`config.mk`:
```
export PLATFORM = sky130hd
export DESIGN_NAME = vmeirq_ctrl_flat
export DESIGN_NICKNAME = d
export VERILOG_FILES = /design/src/rtl/vmeirq_pkg.sv /design/src/rtl/vmeirq_if.sv /design/src/rtl/vmeirq_ctrl.sv /design/src/flat_wrapper.sv
export VERILOG_INCLUDE_DIRS = /design/src /design/src/rtl
export SDC_FILE = /design/constraint.sdc
export NUM_CORES = 1
export LEC_CHECK = 0
export BUFFER_PORTS_ARGS = -buffer_cell sky130_fd_sc_hd__buf_2
export CORE_ASPECT_RATIO = 0.8
export CORE_MARGIN = 2
export CORE_UTILIZATION = 49
export DETAILED_ROUTE_END_ITERATION = 6
export PLACE_DENSITY = 0.79
export SKIP_CTS_REPAIR_TIMING = 1
export SLEW_MARGIN = 20
export SYNTH_ARGS = -nofsm -noshare
export SYNTH_HDL_FRONTEND = slang
export SYNTH_SLANG_ARGS = --single-unit
export TNS_END_PERCENT = 20
```
`constraint.sdc`:
```
create_clock -name clock -period 2.7 [get_ports clock]
set_clock_uncertainty 0.05 [all_clocks]
set_input_delay 0.27 -clock clock [delete_from_list [all_inputs] [get_ports clock]]
set_output_delay 0.27 -clock clock [all_outputs]
set_load 0.02 [all_outputs]
```
`src/rtl/vmeirq_defs.svh`:
```
// constants for the bus interrupt trigger block
`ifndef VMEIRQ_DEFS_SVH
`define VMEIRQ_DEFS_SVH
`define VMEIRQ_LEVEL_LO 3'h5
`define VMEIRQ_LEVEL_MID 3'h6
`define VMEIRQ_LEVEL_HI 3'h7
`define VMEIRQ_ID_SPACE_CODE 8'h11
`define VMEIRQ_ID_W 8
`define VMEIRQ_NSRC 16
`define VMEIRQ_ACK_HOLD 4'h2
`define VMEIRQ_MIN_GAP 8'h04
`endif

```
`src/rtl/vmeirq_pkg.sv`:
```
// types used by the controller end of the bus interrupt trigger block
package vmeirq_pkg;
	typedef enum logic [1:0] {
		VMEIRQ_IDLE = 2'b00,
		VMEIRQ_ACK = 2'b01,
		VMEIRQ_DONE = 2'b11
	} vmeirq_state_t;
endpackage : vmeirq_pkg

```
`src/rtl/vmeirq_if.sv`:
```
// backplane interrupt link between controller and add-in module
`timescale 1ns/1ps
`default_nettype none
interface vmeirq_if;
	logic [7:1] irqReq;
	logic [2:0] ackLevel;
	logic ackIn;
	logic ackOut;
	logic [7:0] idData;
	logic idValid;
	modport ctrl (input irqReq, output ackLevel, output ackIn,
		input ackOut, input idData, input idValid);
	modport module_end (output irqReq, input ackLevel, input ackIn,
		output ackOut, output idData, output idValid);
endinterface : vmeirq_if
`default_nettype wire

```
`src/rtl/vmeirq_ctrl.sv`:
```
// controller end: handler for levels five to seven and logic trigger
`timescale 1ns/1ps
`default_nettype none
`include "vmeirq_defs.svh"
// ----------------------------------------
// notes for integrators
// ----------------------------------------
// one acknowledge cycle runs at a time; a level seven request always
// goes ahead of six and five, so a stuck level seven holder starves
// the lower levels
// the gap after each cycle is the rate limit shared with local
// interrupt sources; raising it slows every source alike
// an add-in module that never answers is dropped after the hold
// count runs out, so a missing id costs a few cycles, not a hang
// the table holds NSRC sources; ids beyond it are acknowledged and
// reported as processed but can never be scheduled
// clkEn low freezes every register; a mask request seen meanwhile
// is lost, while a held interrupt request simply waits
module vmeirq_ctrl #(
	parameter int NSRC = `VMEIRQ_NSRC
) (
	input wire logic clock,
	input wire logic sys_rst,
	input wire logic clkEn,
	input wire logic [NSRC-1:0] cfgEnable,
	input wire logic runMode,
	input wire logic maskReq,
	input wire logic maskSet,
	input wire logic [7:0] maskSpace,
	input wire logic [7:0] maskOffset,
	output logic trigger,
	output logic [7:0] triggerId,
	output logic processed,
	output logic [NSRC-1:0] maskState,
	vmeirq_if.ctrl bus
);
	// sequencer state: phase, level under service, timeout and gap
	// counts; all of it moves only while clkEn is high
	vmeirq_pkg::vmeirq_state_t state;
	vmeirq_pkg::vmeirq_state_t next_state;
	logic [2:0] level;
	logic [2:0] next_level;
	logic [3:0] hold;
	logic [3:0] next_hold;
	logic [7:0] gap;
	logic [7:0] next_gap;
	// run-time masks and the run edge detector
	logic [NSRC-1:0] mask;
	logic [NSRC-1:0] next_mask;
	logic runPrev;
	logic next_runPrev;
	// registered results of the last acknowledge
	logic trig;
	logic next_trig;
	logic proc;
	logic next_proc;
	logic [7:0] tid;
	logic [7:0] next_tid;
	logic idOk;
	// source index width follows the table depth
	localparam int IDX_W = (NSRC > 1) ? $clog2(NSRC) : 1;
	logic [IDX_W-1:0] ackIdx;
	logic [IDX_W-1:0] reqIdx;
	// ----------------------------------------
	// source id decode
	// ----------------------------------------
	// ids past the table end are answered but never scheduled
	assign idOk = bus.idData < 8'(NSRC);
	assign ackIdx = bus.idData[IDX_W-1:0];
	assign reqIdx = maskOffset[IDX_W-1:0];
	// ----------------------------------------
	// acknowledge sequencer and scheduling
	// ----------------------------------------
	// highest level first among the three handled levels; the hold
	// count bounds a cycle that nobody answers, and the gap count
	// spaces consecutive cycles
	always_comb begin
		next_state = state;
		next_level = level;
		next_hold = hold;
		next_gap = (gap != 8'h00) ? gap - 8'h01 : gap;
		next_trig = 1'b0;
		next_proc = 1'b0;
		next_tid = tid;
		unique case (state)
			vmeirq_pkg::VMEIRQ_IDLE: begin
				// gap throttles service like local interrupts
				if (gap == 8'h00) begin
					if (bus.irqReq[7]) begin
						next_level = `VMEIRQ_LEVEL_HI;
						next_state = vmeirq_pkg::VMEIRQ_ACK;
					end else if (bus.irqReq[6]) begin
						next_level = `VMEIRQ_LEVEL_MID;
						next_state = vmeirq_pkg::VMEIRQ_ACK;
					end else if (bus.irqReq[5]) begin
						next_level = `VMEIRQ_LEVEL_LO;
						next_state = vmeirq_pkg::VMEIRQ_ACK;
					end
					next_hold = `VMEIRQ_ACK_HOLD;
				end
			end
			vmeirq_pkg::VMEIRQ_ACK: begin
				if (bus.idValid) begin
					next_proc = 1'b1;
					next_tid = bus.idData;
					// configured-off or masked sources are counted only
					if (idOk && cfgEnable[ackIdx]
						&& !mask[ackIdx]) begin
						next_trig = 1'b1;
					end
					next_state = vmeirq_pkg::VMEIRQ_DONE;
				end else if (hold == 4'h0) begin
					// nobody answered; drop the cycle
					// a request still up is tried again after the gap
					next_state = vmeirq_pkg::VMEIRQ_DONE;
				end else begin
					next_hold = hold - 4'h1;
				end
			end
			vmeirq_pkg::VMEIRQ_DONE: begin
				// a still-held request is sampled anew from idle
				next_state = vmeirq_pkg::VMEIRQ_IDLE;
				next_gap = `VMEIRQ_MIN_GAP;
			end
			default: begin
				next_state = vmeirq_pkg::VMEIRQ_IDLE;
			end
		endcase
	end
	// ----------------------------------------
	// run-time mask table
	// ----------------------------------------
	// a refused request leaves the table alone; a disabled source keeps its mask
	// until a run edge clears it, so an unmask aimed at it changes nothing
	always_comb begin
		next_runPrev = runMode;
		next_mask = mask;
		if (maskReq && maskSpace == `VMEIRQ_ID_SPACE_CODE
			&& maskOffset < 8'(NSRC)
			&& cfgEnable[reqIdx]) begin
			next_mask[reqIdx] = maskSet;
		end
		// entering run wins over a mask request in the same cycle
		if (runMode && !runPrev) begin
			next_mask = '0;
		end
	end
	// ----------------------------------------
	// state registers
	// ----------------------------------------
	// sequencer registers; clkEn low freezes the cycle in place
	always_ff @(posedge clock) begin
		if (sys_rst) begin
			state <= vmeirq_pkg::VMEIRQ_IDLE;
			level <= 3'h0;
			hold <= 4'h0;
			gap <= 8'h00;
			trig <= 1'b0;
			proc <= 1'b0;
			tid <= 8'h00;
		end else if (clkEn) begin
			state <= next_state;
			level <= next_level;
			hold <= next_hold;
			gap <= next_gap;
			trig <= next_trig;
			proc <= next_proc;
			tid <= next_tid;
		end
	end
	// mask registers; a run level held through reset still counts as a
	// fresh stop to run edge, which only clears masks that are clear
	always_ff @(posedge clock) begin
		if (sys_rst) begin
			mask <= '0;
			runPrev <= 1'b0;
		end else if (clkEn) begin
			mask <= next_mask;
			runPrev <= next_runPrev;
		end
	end
	// ----------------------------------------
	// outputs
	// ----------------------------------------
	// the acknowledge strobe is a decode of the state register
	assign bus.ackLevel = level;
	assign bus.ackIn = (state == vmeirq_pkg::VMEIRQ_ACK);
	// results come straight from flip-flops, one cycle per pulse
	assign trigger = trig;
	assign processed = proc;
	assign triggerId = tid;
	assign maskState = mask;
endmodule : vmeirq_ctrl
`default_nettype wire

```
`src/flat_wrapper.sv`:
```
// flat-port wrapper written by rule: the top's interface ports become plain ports
module vmeirq_ctrl_flat 
#(
	parameter int NSRC = `VMEIRQ_NSRC
)
  (clock, sys_rst, clkEn, cfgEnable, runMode, maskReq, maskSet, maskSpace, maskOffset, trigger, triggerId, processed, maskState, bus_irqReq, bus_ackLevel, bus_ackIn, bus_ackOut, bus_idData, bus_idValid);
  vmeirq_if bus_i ();
  input wire logic clock;
  input wire logic sys_rst;
  input wire logic clkEn;
  input wire logic [NSRC-1:0] cfgEnable;
  input wire logic runMode;
  input wire logic maskReq;
  input wire logic maskSet;
  input wire logic [7:0] maskSpace;
  input wire logic [7:0] maskOffset;
  output logic trigger;
  output logic [7:0] triggerId;
  output logic processed;
  output logic [NSRC-1:0] maskState;
  input wire logic [$bits(bus_i.irqReq)-1:0] bus_irqReq;
  output wire logic [$bits(bus_i.ackLevel)-1:0] bus_ackLevel;
  output wire logic [$bits(bus_i.ackIn)-1:0] bus_ackIn;
  input wire logic [$bits(bus_i.ackOut)-1:0] bus_ackOut;
  input wire logic [$bits(bus_i.idData)-1:0] bus_idData;
  input wire logic [$bits(bus_i.idValid)-1:0] bus_idValid;
  assign bus_i.irqReq = bus_irqReq;
  assign bus_ackLevel = bus_i.ackLevel;
  assign bus_ackIn = bus_i.ackIn;
  assign bus_i.ackOut = bus_ackOut;
  assign bus_i.idData = bus_idData;
  assign bus_i.idValid = bus_idValid;
  vmeirq_ctrl #(.NSRC(NSRC)) u_core (.clock(clock), .sys_rst(sys_rst), .clkEn(clkEn), .cfgEnable(cfgEnable), .runMode(runMode), .maskReq(maskReq), .maskSet(maskSet), .maskSpace(maskSpace), .maskOffset(maskOffset), .trigger(trigger), .triggerId(triggerId), .processed(processed), .maskState(maskState), .bus(bus_i));
endmodule
```
## Word-level counts from Yosys, hierarchy flattened

Cells that the tools add are included.

- Add/subtract/negate cells: 2
- Multipliers: 0
- Div/mod/pow operators: 0
- Magnitude comparators: 5
- Eq/ne operators: 8
- Shift-type cells: 0
- Muxes and demuxes: 32
- Bitwise logic cells: 0
- Reductions and logical operators: 23

Operators by type and width:

| operator | count |
|---|---|
| $mux W16 | 2 |
| $bwmux W16 | 1 |
| $lt A8 B5 Y1 const B | 2 |
| $mux W8 | 2 |
| $bmux W1 S4 | 3 |
| $mux W2 | 6 |
| $mux W4 | 3 |
| $lt A4 B5 Y1 const B | 2 |
| $mux W1 | 9 |
| $mux W3 | 3 |
| $eq A8 B5 Y1 const B | 1 |
| $logic_not A8 Y1 | 1 |
| $pmux W4 S2 | 1 |
| $reduce_and A4 Y1 | 2 |
| $reduce_bool A8 Y1 | 1 |
| $sub A8 B1 Y8 const B | 1 |
| $logic_and A1 B1 Y1 | 7 |
| $reduce_bool A2 Y1 | 3 |
| $reduce_and A5 Y1 | 1 |
| $demux W1 S4 | 1 |
| $ge A4 B1 Y1 const B | 1 |
| $logic_not A4 Y1 | 1 |
| $ne A2 B2 Y1 const B | 2 |
| $ne A4 B4 Y1 const B | 1 |
| 11 further kinds | 13 |

- Flip-flop bits (word level): 44
- Latch bits: 0
- RAM bits: 0
- Bits in read-only memories: 0
- Input bits: 55
- Word-level logic and storage cells: 79
- Memories kept: 0

## Depth between registers and ports, before layout

- Word-level depth: 7
- Depth in mapped cells: 8
- Mapped depth without buffers: 7

## Least setup slack after synthesis

OpenSTA, ideal clock, no wires.

- Kind: reg-to-reg
- Start point: register u_core.gap[3]
- End point: register u_core.level[0] (netlist: u_core.bus.ackLevel[0])
- Setup time: 0.091 ns
- Data arrival time: 1.904 ns
- Required time: 2.559 ns
- Path slack: 0.655 ns
- Cell stages (with the launch flop): 8
- Period minus slack after synthesis: 2.045 ns
- Cell sequence: dfxtp_1 or4_1 buf_2 or3_1 buf_2 nor4_4 nor2_1 a311oi_1

- Word-level cells in the longest chain between the ends: 2

RTL lines:

| item | RTL line | source |
|---|---|---|
| start, declared | vmeirq_ctrl.sv:45 | `logic [7:0] gap;` |
| start signal, assigned | vmeirq_ctrl.sv:165 | `gap <= next_gap;` |
| $logic_not A8 Y1 | vmeirq_ctrl.sv:88 | `if (gap == 8'h00) begin` |
| $reduce_and A4 Y1 (no source line) | -- |  |
| end signal, assigned | vmeirq_ctrl.sv:163 | `level <= next_level;` |
| end, declared | vmeirq_ctrl.sv:41 | `logic [2:0] level;` |

Every way passes these cells.
A chain may end at the register's enable or synchronous reset.

## Worst setup path in the final report

Ends and elaborated chain as after synthesis.

==> impl_summary.txt <==
----------------------------------------------------
[Synth]
  Post-synthesis adder-cell area fraction ... 2.13%
  Synthesized cell area ... 0.00235 mm²
  Xor-xnor portion of the synthesized cell area ... 2.60%
  Distinct cells, synth ... slightly above 50
  Main combinational cell family by area after synthesis ... simple AND/OR/NAND/NOR gates
  Post-synthesis cell type with the largest combined area ... dfxtp_1
  Sequential cell area fraction in the yosys report ... a little under two fifths
  Cell types with the largest area share after synthesis ... dfxtp_1 (37%), nand2_1 (7.2%), nor2_1 (5.7%), mux2i_1 (5.5%), a21oi_1 (3.6%)
  Synth Flop Type ... dfxtp_1
  Number of enable flip-flop cells after synthesis ... 0
  Top-area cell type share of the netlist area ... a little under two fifths
  Synthesized netlist cell count ... approximately 290
  Most numerous cell types in the synthesized netlist ... nand2_1 (45), dfxtp_1 (44), nor2_1 (36)
  FF+latch count, synth ... 44
  Post-synth ARST share ... 0%
  Mean Syn Cell Area ... between 8 and 9 µm²
  Yosys warning count ... 0
  Area fraction in and, or, nand and nor cells after synthesis ... 30.0%
  Fraction of the mapped netlist area in compound gates ... 14.7%
  Cell with the most instances after synthesis ... nand2_1
  Net count of the mapped netlist ... 350
  Mux contribution to synthesized area ... between 8 and 9%

[Worst setup path]
  Cell with the largest stage delay on the worst path ... or4_1
  Capture instance of the worst register-to-register path ... u_core.bus.ackLevel[0]$_SDFFE_PP0P_
  Category of the worst setup path launch point ... flop
  Arrival time worst endpoint ... between 2000 and 2500 ps
  R2R cell count ... 5
  Gate family responsible for the most delay along the worst path ... simple AND/OR/NAND/NOR gates
  Critical-path cell list ... or4_1 -> or3_1 -> nor4_4 -> nor2_1 -> a311oi_1
  WP data required ... around 2900 ps
  Worst setup path category ... reg2reg
  Endpoint class of the critical path ... flop
  Reg2reg setup slack ... ~520 ps
  Critical register-to-register path startpoint ... u_core.gap[3]$_SDFFE_PP0P_
  Largest fanout on the critical path ... 7
  Longest individual stage delay on the worst path ... about 640 ps
  Count of buffer and inverter cells on the critical path ... 0

[Finish]
  Filler instances ... approximately 400
  Share of layout cells above drive strength 1 ... between 20 and 30%
  Synthesis-to-finish area growth ... 23.0%
  Fraction of the core area covered by cells at the end of the flow ... a little over three fifths
  Antenna Cells ... 0
  Layout net count ... around 420

[Drt]
  Initial DRT Pass Iterations ... 6
  Initial DRC Count ... approximately 170
  Total Routed Length ... 5.84 mm
  DR WL/cell ... 13.7 µm
  Antenna Violating Nets Remaining ... 0
  Via count of the routed design ... 2,386
  Remaining design rule violation count ... 0
  Post-DR vias/cell ... between 5 and 6

[Die]
  Row count ... 22
  Die height ... 66.0 µm
  Placeable core region ... approximately 0.0046 mm²
  Overall die width ... 81.5 µm
  Initial standard-cell utilization of the core ... approximately half
  Area of the die ... around 0.0054 mm²
  Number of top-level pins ... 85

[Global route]
  Global-route wire length before repair ... between 9 and 10 mm
  Number of antenna violations at the first check in global routing ... 0
  Grt total ovfl ... 0
  Maximum number of pins on one net before global-route repair ... 26
  GRT Util Overall ... 22.0%
  Via count of the first global-routing pass ... slightly above 2,000

[Timing]
  Fin crit share ... between 80% and 90%
  Final critical delay including setup and external delays ... around 2200 ps
  Final Setup Violations ... 0
  Setup TNS ... 0 ps
  Relative slew margins ... about 62%
  PnR worst setup slack ... 520 ps
  Highest attainable clock frequency ... approximately 460 MHz
  Max-slew violations ... 0
  RSZ-0062 raised after global routing ... false
  Endpoints failing hold ... 0
  Final hold slack ... 146 ps
  Worst Max-Slew Pin Slew ... between 500 and 600 ps

[Pwr]
  P_sw ... approximately 0.78 mW
  Part of the total power dissipated in sequential elements ... 39.3%
  Comb pwr share ... 37.5%
  Switching share of power ... between 30% and 40%
  Clock network power share ... between 20% and 30%
  Worst-case vdd ir drop ... 0.000369 V
  Pwr/cell area ... approximately 750 mW/mm²
  Leakage dissipation ... about 1.3 nW
  Cell internal pwr ... around 1.4 mW

[CTS]
  Sinks on the clock net ... between 40 and 50
  Num CTS Buffers ... 5
  Count of H-tree levels built during CTS ... 2
  Clock latency of the later-clocked register in the worst-skew pair ... ~300 ps
  Root Buffer ... clkbuf_8
  Clk slew on worst S/H paths ... approximately 90 ps
  Number of buffers on the longest clock path ... 2
  Clock tree from TritonCTS ... yes

[Run status]
  Status ... complete, no violations

[Job]
  Maximum capacitance violations ... 0

[Min path]
  Hold depth ... 2
  Endpoint, Worst Hold ... u_core.bus.ackLevel[0]$_SDFFE_PP0P_
  Origin of the worst min-delay path ... bus_irqReq[5]
  Worst hold path class ... in2reg

[Place]
  Hpwl dp ... 4.43 mm
  Worst slack at placement ... ~500 ps
  Final GP Congestion ... between 0.9 and 1
  Count of port buffers added during placement ... a little under 80

----------------------------------------------------
[state kept, by name, summed over array words and instances, names as in the netlist]
signal,flops
u_core.maskState,16
u_core.trigger,1
u_core.gap,8
u_core.processed,1
u_core.triggerId,8
u_core.state,2
u_core.runPrev,1
u_core.hold,4
u_core.bus.ackLevel,3
[layer usage]
metal	track usage, %	up-vias	share of wire, %
li1	-	1181	-
met1	31.3	1093	48
met2	32.8	106	43
met3	4.64	6	8.2
met4	7.20	0	0.93
met5	0	-	0
[cell families after synthesis]
kind of cell | after synthesis
simple gates | 140
compound gates | 52
fa+ha+maj | 4
xor+xnor | 7
flops | 44
buf+inv | 28
mux | 16
[how the worst max path moves through the flow]
stage,startpoint,endpoint,cells after the start
floorplan,u_core.gap[3]$_SDFFE_PP0P_,u_core.bus.ackLevel[0]$_SDFFE_PP0P_,7
global placement,u_core.gap[3]$_SDFFE_PP0P_,u_core.bus.ackLevel[0]$_SDFFE_PP0P_,5
detailed placement,u_core.gap[3]$_SDFFE_PP0P_,u_core.bus.ackLevel[0]$_SDFFE_PP0P_,5
CTS,u_core.gap[3]$_SDFFE_PP0P_,u_core.bus.ackLevel[0]$_SDFFE_PP0P_,5
global route,u_core.gap[3]$_SDFFE_PP0P_,u_core.bus.ackLevel[0]$_SDFFE_PP0P_,5
finish,u_core.gap[3]$_SDFFE_PP0P_,u_core.bus.ackLevel[0]$_SDFFE_PP0P_,5
[power groups by stage]
| stage | logic [mW] | clock network (mW) | registers [mW] |
|---|---|---|---|
| floorplan | 0.615 | 0 | 0.870 |
| global placement | 0.792 | 0 | 0.859 |
| detailed placement | 0.811 | 0 | 0.863 |
| CTS | 0.816 | 0.507 | 0.849 |
| global route | 0.925 | 0.535 | 0.866 |
| finish | 0.812 | 0.502 | 0.849 |
[metrics by stage]
step / instance area (µm²) / instances / power [mW]
finish: 2900 / 426 / 2.16
global placement: 2780 / 418 / 1.65
floorplan: 2350 / 291 / 1.49
CTS: 2900 / 426 / 2.17
global route: 2900 / 426 / 2.33
detailed placement: 2780 / 418 / 1.67
[worst register-to-register path: stages (launching register included)]
cell	delay (ps)
dfxtp_1	350
or4_1	640
or3_1	510
nor4_4	250
nor2_1	70
a311oi_1	230
[cell type report]
type                    count  area, µm²  share of cell area (%)
clock buffers               5       68.8                    2.38
flip-flops and latches     44        881                    30.4
clock inverters             3       42.5                    1.47
well taps                  60       75.1                    2.59
repair buffers             82        418                    14.4
inverters                  13       48.8                    1.69
multi-input cells         219       1360                    47.0
[cells in the final DEF (no fill, tap or decap), types with 3 or more instances in the layout]
master    Yosys  final
buf_2         2     79
nand2_1      45     45
dfxtp_1      44     44
nor2_1       36     36
a21oi_1      17     17
inv_1        13     13
mux2i_1      13     13
nand4_1       9      9
nand3_1       8      8
nor3_1        7      7
o21ai_0       7      7
nor2b_1       7      7
a211oi_1      5      5
clkbuf_8      0      5
nand2b_1      4      4
xnor2_1       4      4
ha_1          4      4
and3_1        3      3
xor2_1        3      3
nand4b_1      3      3
mux4_2        3      3
and4b_1       3      3
o22ai_1       3      3
a32oi_1       3      3
buf_4         1      3
(Power assumes the default switching activity.)
